===== src/verilog/converter_clock_pkg.sv =====
package converter_clock_pkg;

    // Register offsets
    localparam logic [7:0] ADDR_PB_OS_HIGH = 8'h0d;
    localparam logic [7:0] ADDR_PB_OS_LOW = 8'h0e;
    localparam logic [7:0] ADDR_RSVD_A_FIRST = 8'h0f;
    localparam logic [7:0] ADDR_RSVD_A_LAST = 8'h11;
    localparam logic [7:0] ADDR_REC_COARSE = 8'h12;
    localparam logic [7:0] ADDR_REC_MOD = 8'h13;
    localparam logic [7:0] ADDR_REC_OS = 8'h14;
    localparam logic [7:0] ADDR_RSVD_B_FIRST = 8'h15;
    localparam logic [7:0] ADDR_RSVD_B_LAST = 8'h18;
    localparam logic [7:0] ADDR_CLKOUT_SEL = 8'h19;

    // Field positions and widths
    localparam int POWER_BIT = 7;
    localparam int PB_HIGH_W = 2;
    localparam int SEL_W = 3;

    // Values after reset
    localparam logic [1:0] PB_HIGH_RST = 2'h0;
    localparam logic [7:0] PB_LOW_RST = 8'h80;
    localparam logic [10:0] PB_RATIO_RST = 11'h080;
    localparam logic [7:0] REC_COARSE_RST = 8'h01;
    localparam logic [7:0] REC_MOD_RST = 8'h01;
    localparam logic [7:0] REC_OS_RST = 8'h80;
    localparam logic [8:0] DIV_RATIO_RST = 9'h001;

    // Divide ratios that an all-zero field stands for
    localparam logic [8:0] DIV7_ZERO_RATIO = 9'h080;
    localparam logic [8:0] DIV8_ZERO_RATIO = 9'h100;
    localparam logic [10:0] PB_OS_ZERO_RATIO = 11'h400;

    // Sources of the clock-output divider input
    typedef enum logic [2:0] {
        SRC_MASTER_PIN = 3'b000,
        SRC_BIT_CLK_PIN = 3'b001,
        SRC_DATA_IN_PIN = 3'b010,
        SRC_PLL = 3'b011,
        SRC_PB_PROC = 3'b100,
        SRC_PB_MOD = 3'b101,
        SRC_REC_PROC = 3'b110,
        SRC_REC_MOD = 3'b111
    } clkout_src_e;

    // 7-bit divider field, zero means 128
    function automatic logic [8:0] div7_ratio(input logic [6:0] f);
        return (f == 7'h00) ? DIV7_ZERO_RATIO : {2'b00, f};
    endfunction

    // 8-bit divider field, zero means 256
    function automatic logic [8:0] div8_ratio(input logic [7:0] f);
        return (f == 8'h00) ? DIV8_ZERO_RATIO : {1'b0, f};
    endfunction

    // 10-bit playback ratio, zero means 1024
    function automatic logic [10:0] pb_os_ratio(input logic [9:0] v);
        return (v == 10'h000) ? PB_OS_ZERO_RATIO : {1'b0, v};
    endfunction

    // Reserved read-only locations
    function automatic logic is_reserved(input logic [7:0] a);
        return ((a >= ADDR_RSVD_A_FIRST) && (a <= ADDR_RSVD_A_LAST)) ||
               ((a >= ADDR_RSVD_B_FIRST) && (a <= ADDR_RSVD_B_LAST));
    endfunction

endpackage


===== src/verilog/ratio_divider.sv =====
module ratio_divider (
    input wire logic core_clk_i,
    input wire logic sys_rst_i,
    input wire logic run_i,
    input wire logic src_en_i,
    input wire logic [8:0] ratio_i,
    output logic tick_o
);
    import converter_clock_pkg::*;

    typedef struct packed {
        logic [8:0] cnt;
        logic [8:0] ratio;
        logic tick;
    } div_state_s;

    div_state_s st_ff;
    div_state_s nxt_st;

    // Count source pulses; new ratio taken at period end or while stopped
    always_comb begin
        nxt_st = st_ff;
        nxt_st.tick = 1'b0;
        if (!run_i) begin
            nxt_st.cnt = 9'h000;
            nxt_st.ratio = ratio_i;
        end else if (src_en_i) begin
            if (st_ff.cnt >= st_ff.ratio - 9'h001) begin
                nxt_st.cnt = 9'h000;
                nxt_st.tick = 1'b1;
                nxt_st.ratio = ratio_i;
            end else begin
                nxt_st.cnt = st_ff.cnt + 9'h001;
            end
        end
    end

    // State register
    always_ff @(posedge core_clk_i) begin
        if (sys_rst_i) begin
            st_ff <= '{cnt: 9'h000, ratio: DIV_RATIO_RST, tick: 1'b0};
        end else begin
            st_ff <= nxt_st;
        end
    end

    assign tick_o = st_ff.tick;

    a_tick_has_cause: assert property (@(posedge core_clk_i) disable iff (sys_rst_i)
        tick_o |-> $past(src_en_i) && $past(run_i))
        else $error("divider tick without a source pulse");

    a_ratio_one_every: assert property (@(posedge core_clk_i) disable iff (sys_rst_i)
        run_i && src_en_i && st_ff.ratio == 9'h001 |=> tick_o)
        else $error("divide by one missed a pulse");

    a_ratio_midperiod: assert property (@(posedge core_clk_i) disable iff (sys_rst_i)
        run_i && $past(run_i) && !$past(tick_o) && st_ff.cnt != 9'h000 |-> $stable(st_ff.ratio))
        else $error("divide ratio changed inside a period");

endmodule


===== src/verilog/converter_clock_dividers.sv =====
module converter_clock_dividers (
    input wire logic core_clk_i,
    input wire logic sys_rst_i,
    input wire logic wr_en_i,
    input wire logic rd_en_i,
    input wire logic [7:0] addr_i,
    input wire logic [7:0] wdata_i,
    input wire logic codec_clk_en_i,
    input wire logic playback_proc_clk_i,
    input wire logic playback_modulator_clock_i,
    input wire logic master_clk_pin_i,
    input wire logic bit_clk_pin_i,
    input wire logic data_in_pin_i,
    input wire logic pll_clk_i,
    output logic [7:0] rdata_o,
    output logic [10:0] playback_oversample_ratio_o,
    output logic record_proc_clk_o,
    output logic record_modulator_clock_o,
    output logic record_sample_en_o,
    output logic clock_output_div_input_o
);
    import converter_clock_pkg::*;

    typedef struct packed {
        logic [1:0] pb_high;
        logic [7:0] pb_low;
        logic high_armed;
        logic [10:0] pb_ratio;
        logic [7:0] rec_coarse;
        logic [7:0] rec_mod;
        logic [7:0] rec_os;
        logic [2:0] sel_req;
        logic [2:0] sel_act;
        logic [7:0] rdata;
        logic rec_proc;
        logic rec_modclk;
        logic rec_sample;
        logic clk_out;
    } ctl_state_s;

    ctl_state_s st_ff;
    ctl_state_s nxt_st;
    logic coarse_tick;
    logic mod_tick;
    logic os_tick;
    logic rec_proc_src;
    logic rec_mod_src;
    logic [7:0] src_vec;
    logic sel_src;

    // Record clock sources, with bypass while a divider is off
    always_comb begin
        rec_proc_src = st_ff.rec_coarse[POWER_BIT] ? coarse_tick : playback_proc_clk_i;
        rec_mod_src = st_ff.rec_mod[POWER_BIT] ? mod_tick : playback_modulator_clock_i;
        src_vec = {rec_mod_src, rec_proc_src, playback_modulator_clock_i, playback_proc_clk_i,
                   pll_clk_i, data_in_pin_i, bit_clk_pin_i, master_clk_pin_i};
        sel_src = src_vec[st_ff.sel_act];
    end

    // Coarse record divider on the codec clock
    ratio_divider u_coarse_div (
        .core_clk_i(core_clk_i),
        .sys_rst_i(sys_rst_i),
        .run_i(st_ff.rec_coarse[POWER_BIT]),
        .src_en_i(codec_clk_en_i),
        .ratio_i(div7_ratio(st_ff.rec_coarse[6:0])),
        .tick_o(coarse_tick)
    );

    // Modulator record divider on the record processing clock
    ratio_divider u_mod_div (
        .core_clk_i(core_clk_i),
        .sys_rst_i(sys_rst_i),
        .run_i(st_ff.rec_mod[POWER_BIT]),
        .src_en_i(rec_proc_src),
        .ratio_i(div7_ratio(st_ff.rec_mod[6:0])),
        .tick_o(mod_tick)
    );

    // Record oversampling divider on the record modulator clock
    ratio_divider u_os_div (
        .core_clk_i(core_clk_i),
        .sys_rst_i(sys_rst_i),
        .run_i(1'b1),
        .src_en_i(rec_mod_src),
        .ratio_i(div8_ratio(st_ff.rec_os)),
        .tick_o(os_tick)
    );

    // Register writes, reads and clock outputs
    always_comb begin
        nxt_st = st_ff;
        nxt_st.rec_proc = rec_proc_src;
        nxt_st.rec_modclk = rec_mod_src;
        nxt_st.rec_sample = os_tick;
        nxt_st.clk_out = sel_src;
        // Source switch only while output is low
        if (!st_ff.clk_out) begin
            nxt_st.sel_act = st_ff.sel_req;
        end
        if (wr_en_i) begin
            nxt_st.high_armed = (addr_i == ADDR_PB_OS_HIGH);
            unique case (addr_i)
                ADDR_PB_OS_HIGH: begin
                    nxt_st.pb_high = wdata_i[PB_HIGH_W-1:0];
                end
                ADDR_PB_OS_LOW: begin
                    nxt_st.pb_low = wdata_i;
                    if (st_ff.high_armed) begin
                        nxt_st.pb_ratio = pb_os_ratio({st_ff.pb_high, wdata_i});
                    end
                end
                ADDR_REC_COARSE: begin
                    nxt_st.rec_coarse = wdata_i;
                end
                ADDR_REC_MOD: begin
                    nxt_st.rec_mod = wdata_i;
                end
                ADDR_REC_OS: begin
                    nxt_st.rec_os = wdata_i;
                end
                ADDR_CLKOUT_SEL: begin
                    nxt_st.sel_req = wdata_i[SEL_W-1:0];
                end
                default: begin
                    // Reserved and unmapped locations ignore writes
                    nxt_st.pb_high = st_ff.pb_high;
                end
            endcase
        end
        if (rd_en_i) begin
            unique case (addr_i)
                ADDR_PB_OS_HIGH: nxt_st.rdata = {6'h00, st_ff.pb_high};
                ADDR_PB_OS_LOW: nxt_st.rdata = st_ff.pb_low;
                ADDR_REC_COARSE: nxt_st.rdata = st_ff.rec_coarse;
                ADDR_REC_MOD: nxt_st.rdata = st_ff.rec_mod;
                ADDR_REC_OS: nxt_st.rdata = st_ff.rec_os;
                ADDR_CLKOUT_SEL: nxt_st.rdata = {5'h00, st_ff.sel_req};
                default: nxt_st.rdata = 8'h00;
            endcase
        end
    end

    // State register
    always_ff @(posedge core_clk_i) begin
        if (sys_rst_i) begin
            st_ff <= '{pb_high: PB_HIGH_RST, pb_low: PB_LOW_RST, high_armed: 1'b0,
                       pb_ratio: PB_RATIO_RST, rec_coarse: REC_COARSE_RST,
                       rec_mod: REC_MOD_RST, rec_os: REC_OS_RST, sel_req: SRC_MASTER_PIN,
                       sel_act: SRC_MASTER_PIN, rdata: 8'h00, rec_proc: 1'b0,
                       rec_modclk: 1'b0, rec_sample: 1'b0, clk_out: 1'b0};
        end else begin
            st_ff <= nxt_st;
        end
    end

    // Outputs straight from the state register
    assign rdata_o = st_ff.rdata;
    assign playback_oversample_ratio_o = st_ff.pb_ratio;
    assign record_proc_clk_o = st_ff.rec_proc;
    assign record_modulator_clock_o = st_ff.rec_modclk;
    assign record_sample_en_o = st_ff.rec_sample;
    assign clock_output_div_input_o = st_ff.clk_out;

    a_pb_ratio_commit: assert property (@(posedge core_clk_i) disable iff (sys_rst_i)
        wr_en_i && addr_i == ADDR_PB_OS_LOW && st_ff.high_armed
        |=> playback_oversample_ratio_o == pb_os_ratio({$past(st_ff.pb_high), $past(wdata_i)}))
        else $error("playback ratio not applied after paired write");

    a_pb_ratio_zero: assert property (@(posedge core_clk_i) disable iff (sys_rst_i)
        wr_en_i && addr_i == ADDR_PB_OS_LOW && st_ff.high_armed && st_ff.pb_high == 2'h0
        && wdata_i == 8'h00 |=> playback_oversample_ratio_o == 11'h400)
        else $error("zero playback ratio is not 1024");

    a_pb_ratio_unpaired: assert property (@(posedge core_clk_i) disable iff (sys_rst_i)
        wr_en_i && addr_i == ADDR_PB_OS_LOW && !st_ff.high_armed
        |=> $stable(playback_oversample_ratio_o))
        else $error("playback ratio changed on unpaired low write");

    a_rsvd_read_zero: assert property (@(posedge core_clk_i) disable iff (sys_rst_i)
        rd_en_i && is_reserved(addr_i) |=> rdata_o == 8'h00)
        else $error("reserved location read nonzero");

    a_rsvd_write_ignored: assert property (@(posedge core_clk_i) disable iff (sys_rst_i)
        wr_en_i && is_reserved(addr_i)
        |=> $stable(st_ff.rec_coarse) && $stable(st_ff.rec_os) && $stable(st_ff.sel_req))
        else $error("reserved write changed a register");

    a_proc_bypass: assert property (@(posedge core_clk_i) disable iff (sys_rst_i)
        !st_ff.rec_coarse[POWER_BIT] |=> record_proc_clk_o == $past(playback_proc_clk_i))
        else $error("record processing clock not bypassed");

    a_mod_bypass: assert property (@(posedge core_clk_i) disable iff (sys_rst_i)
        !st_ff.rec_mod[POWER_BIT] |=> record_modulator_clock_o
        == $past(playback_modulator_clock_i))
        else $error("record modulator clock not bypassed");

    a_clkout_route: assert property (@(posedge core_clk_i) disable iff (sys_rst_i)
        st_ff.sel_act == SRC_BIT_CLK_PIN |=> clock_output_div_input_o == $past(bit_clk_pin_i))
        else $error("clock output source misrouted");

    a_clkout_clean: assert property (@(posedge core_clk_i) disable iff (sys_rst_i)
        $changed(st_ff.sel_act) |-> !$past(clock_output_div_input_o))
        else $error("source switched while output high");

    a_os_zero_256: assert property (@(posedge core_clk_i) disable iff (sys_rst_i)
        st_ff.rec_os == 8'h00 |-> div8_ratio(st_ff.rec_os) == 9'h100)
        else $error("zero record ratio is not 256");

endmodule


===== config.mk =====
export PLATFORM = sky130hd
export DESIGN_NAME = converter_clock_dividers
export DESIGN_NICKNAME = d
export VERILOG_FILES = /design/src/verilog/converter_clock_pkg.sv /design/src/verilog/ratio_divider.sv /design/src/verilog/converter_clock_dividers.sv
export SDC_FILE = /design/constraint.sdc
export NUM_CORES = 1
export LEC_CHECK = 0
export BUFFER_PORTS_ARGS = -buffer_cell sky130_fd_sc_hd__clkbuf_2
export CAP_MARGIN = 5
export CORE_MARGIN = 2
export CORE_UTILIZATION = 40
export DETAILED_ROUTE_END_ITERATION = 8
export PLACE_DENSITY = 0.66
export SLEW_MARGIN = 10
export SYNTH_ARGS = -nofsm -noshare
export SYNTH_HDL_FRONTEND = slang
export SYNTH_SLANG_ARGS = --single-unit

===== constraint.sdc =====
create_clock -name core_clk_i -period 3.96 [get_ports core_clk_i]
set_input_delay 0 -clock core_clk_i [delete_from_list [all_inputs] [get_ports core_clk_i]]
set_output_delay 0 -clock core_clk_i [all_outputs]
set_load 0.02 [all_outputs]

==> flow_metrics.py <==
metrics = {
    "run_status": {
        "status": "completed",
    },
    "yosys": {
        "yosysWarnings": 0,
        "synthesis.nets": 725,
        "syn_avg_cell_area_sq_um": 8.90,
        "synth_seq_cells": 119,
        "synth_seq_area_share_pct": 40.3,
        "yosysUniqueCellTypes": 59,
        "synth-edff-count": 0,
        "synthCells": 665,
        "synthArstFlopShare_pct": 0,
        "synth_area_sq_mm": 0.00592,
        "ys.flop_type": "dfxtp_1",
    },
    "die": {
        "die_w_um": 126,
        "initial_utilization_pct": 40.9,
        "num_rows": 44,
        "io_pins": 50,
        "dieArea_sq_mm": 0.0158,
        "coreArea_sq_mm": 0.0145,
        "fp.dieH_um": 126,
    },
    "clock_tree": {
        "clock-sinks": 119,
        "cts_setup_buffers": 0,
        "root_buffer": "clkbuf_16",
        "ctsHtreeMaxLevel": 4,
        "clockBufferDepth": 2,
        "cts_tree": "done",
        "clock_latency_ps": 420,
        "clk_pin_slew_ps": 50,
        "cts_made_buffers": 17,
    },
    "worst_hold_path": {
        "hp-start": "data_in_pin_i",
        "whs_endpoint": "clock_output_div_input_o$_SDFF_PP0_",
        "holdCritPathClass": "in -> reg",
        "holdPathStages": 4,
    },
    "setup_path": {
        "reg2reg_from": "u_mod_div.st_ff[1]$_SDFFE_PP1P_",
        "slowest_delay_ps": 370,
        "cp-start-kind": "register",
        "cpMaxStageDelayCell": "a31oi_4",
        "worst-r2r-setup-slack_ps": 940,
        "end_kind": "register",
        "r2r-end": "u_mod_div.st_ff[3]$_SDFFE_PP0P_",
        "cp_max_fo": 10,
        "r2r.worst_path.cells": 12,
        "path_cells": "inv_1 > ha_1 > nand2_1 > or3_1 > or3_1 > ha_1 > a21oi_1 > o21ai_0 > a21bo_1 > a31oi_4 > mux2i_1 > nor2_1",
        "worstSetupPathType": "reg -> reg",
        "cp.arrival_ps": 3290,
        "required_ps": 4220,
    },
    "placement": {
        "gp_congestion": 0.809,
        "placed_cell_area_sq_mm": 0.00614,
        "place_inst": 857,
        "hpwlAfterDp_mm": 9.92,
        "io_buffers": 49,
    },
    "power_and_ir_drop": {
        "switching_share_pct": 23.5,
        "clockPowerShare_pct": 50.6,
        "combPwrFrac_pct": 11.0,
        "p_seq_share_pct": 38.4,
        "p_int_uw": 2470,
        "p_sw_uw": 759,
        "power_density_mw_per_mm2": 469,
        "p_leak_uw": 0.00267,
        "vdd_drop_max_mv": 0.318,
        "power_uw": 3230,
    },
    "layout": {
        "final_cell_area_sq_mm": 0.00689,
        "layout-drive-gt1-share_pct": 13.4,
        "area_delta_synth_final_pct": 16.4,
        "stdcell_count": 900,
        "final_nets": 763,
        "layout_common_cells": "dfxtp_1, nand2_1, nor2_1",
        "n_antenna_cell": 0,
        "nFillCells": 1354,
        "final_common_cell": "dfxtp_1",
    },
    "grt": {
        "grt-ovfl-total": 0,
        "grt_pass1_vias": 4638,
        "grt_max_degree": 45,
        "grt_pass1_wl_mm": 23.3,
        "antenna_found_initial": 0,
        "grt_usage_pct": 18.3,
    },
    "timing": {
        "relSlewSlack_pct": 32.7,
        "whs_ps": 52.8,
        "clock.fmax_mhz": 331,
        "slew_violations": 0,
        "finalCriticalPeriod_ps": 3020,
        "hold_viol_final": 0,
        "setup_violations": 0,
        "tightest_slew_ps": 1000,
        "fin_skew_ps": 7.02,
        "fin_tns_setup_ps": 0,
        "fin_crit_sh_pct": 76.3,
        "rsz0062_at_grt": "false",
    },
    "detailed_routing": {
        "ant_nets": 0,
        "wl_mm": 14.1,
        "dr_total_vias": 4928,
        "first_iter_violations": 497,
        "via_per_inst": 5.48,
        "routedWlPerCell_um": 15.7,
        "drt_pre_antenna_iters": 5,
        "drc": 0,
    },
    "run": {
        "drv_cap": 0,
    },
}
-- sequential cells by signal, summed over array words and instances (netlist names) --
register	flops
rdata_o	8
playback_oversample_ratio_o	11
u_mod_div.st_ff	17
clock_output_div_input_o	1
record_proc_clk_o	1
u_os_div.st_ff	18
u_coarse_div.st_ff	17
u_coarse_div.tick_o	1
record_sample_en_o	1
u_mod_div.tick_o	1
u_os_div.tick_o	1
record_modulator_clock_o	1
st_ff	41
-- power groups by stage --
stage               registers (uW)  logic [uW]  clock network, uW
CTS                           1240         357               1650
finish                        1240         354               1640
global placement              1270         336                  0
detailed placement            1270         345                  0
floorplan                     1270         260                  0
global route                  1250         404               1720
-- critical path: cells and delay by family, from the launching register on --
family	cells	cell delay, ps
buf+inv	1	100
mux	1	280
simple gates	4	800
compound gates	4	860
fa+ha+maj	2	500
flops	1	320
-- how the worst max path moves through the flow --
| stage | from | end | slack [ps] |
|---|---|---|---|
| global placement | u_mod_div.st_ff[1]$_SDFFE_PP1P_ | u_mod_div.st_ff[1]$_SDFFE_PP1P_ | 1090 |
| detailed placement | u_mod_div.st_ff[1]$_SDFFE_PP1P_ | u_mod_div.st_ff[1]$_SDFFE_PP1P_ | 940 |
| finish | u_mod_div.st_ff[1]$_SDFFE_PP1P_ | u_mod_div.st_ff[3]$_SDFFE_PP0P_ | 940 |
| CTS | u_mod_div.st_ff[1]$_SDFFE_PP1P_ | u_mod_div.st_ff[3]$_SDFFE_PP0P_ | 920 |
| global route | u_mod_div.st_ff[1]$_SDFFE_PP1P_ | u_mod_div.st_ff[3]$_SDFFE_PP0P_ | 710 |
| floorplan | u_mod_div.st_ff[1]$_SDFFE_PP1P_ | u_mod_div.st_ff[1]$_SDFFE_PP1P_ | 1220 |
-- cell usage after synthesis, types with 14 or more instances --
| cell | number | share of area [%] |
|---|---|---|
| a21oi_1 | 52 | 4.4 |
| a22o_1 | 20 | 3.0 |
| buf_4 | 20 | 2.5 |
| clkbuf_1 | 14 | 0.89 |
| dfxtp_1 | 119 | 40 |
| ha_1 | 33 | 7.0 |
| mux2i_1 | 23 | 3.9 |
| nand2_1 | 95 | 6.0 |
| nand3_1 | 30 | 2.5 |
| nor2_1 | 69 | 4.4 |
| xnor2_1 | 16 | 2.4 |
| xor2_1 | 25 | 3.7 |
-- final cells by class --
class	count	area, sq um	share of cell area (%)
multi-input cells	491	3220	46.8
flip-flops and latches	119	2380	34.6
clock buffers	25	526	7.63
repair buffers	61	363	5.27
well taps	184	230	3.34
clock inverters	7	113	1.64
inverters	13	48.8	0.709
-- routing by layer --
layer	global-route usage (%)	vias up	wire, um
li1	-	2416	-
met1	24.9	2324	6630
met2	28.6	169	6490
met3	4.46	19	810
met4	6.41	0	188
met5	0	-	0
-- metrics by stage --
step / setup slack (ps) / utilization (%)
2_1_floorplan: 1220 / -
3_3_place_gp: 1090 / 42.4
3_5_place_dp: 944 / 42.4
4_1_cts: 916 / 47.6
5_1_grt: 708 / 47.6
6_report: 937 / 47.6
-- what timing repair did --
item / in CTS / in global routing
gates resized for setup: 0 / 0
endpoints found under the hold margin: 46 / 0
hold buffers: 11 / 0
-- cells by family (layout without fill, tap and decap cells) --
group           after synthesis  after routing  share of synthesized area (%)
compound gates              117            117                           13.7
xor+xnor                     41             41                           6.07
fa+ha+maj                    33             33                           6.98
buf+inv                      55            106                           5.24
flops                       119            119                           40.3
mux                          27             27                           5.10
simple gates                273            273                           22.7
(Power assumes the default switching activity.)
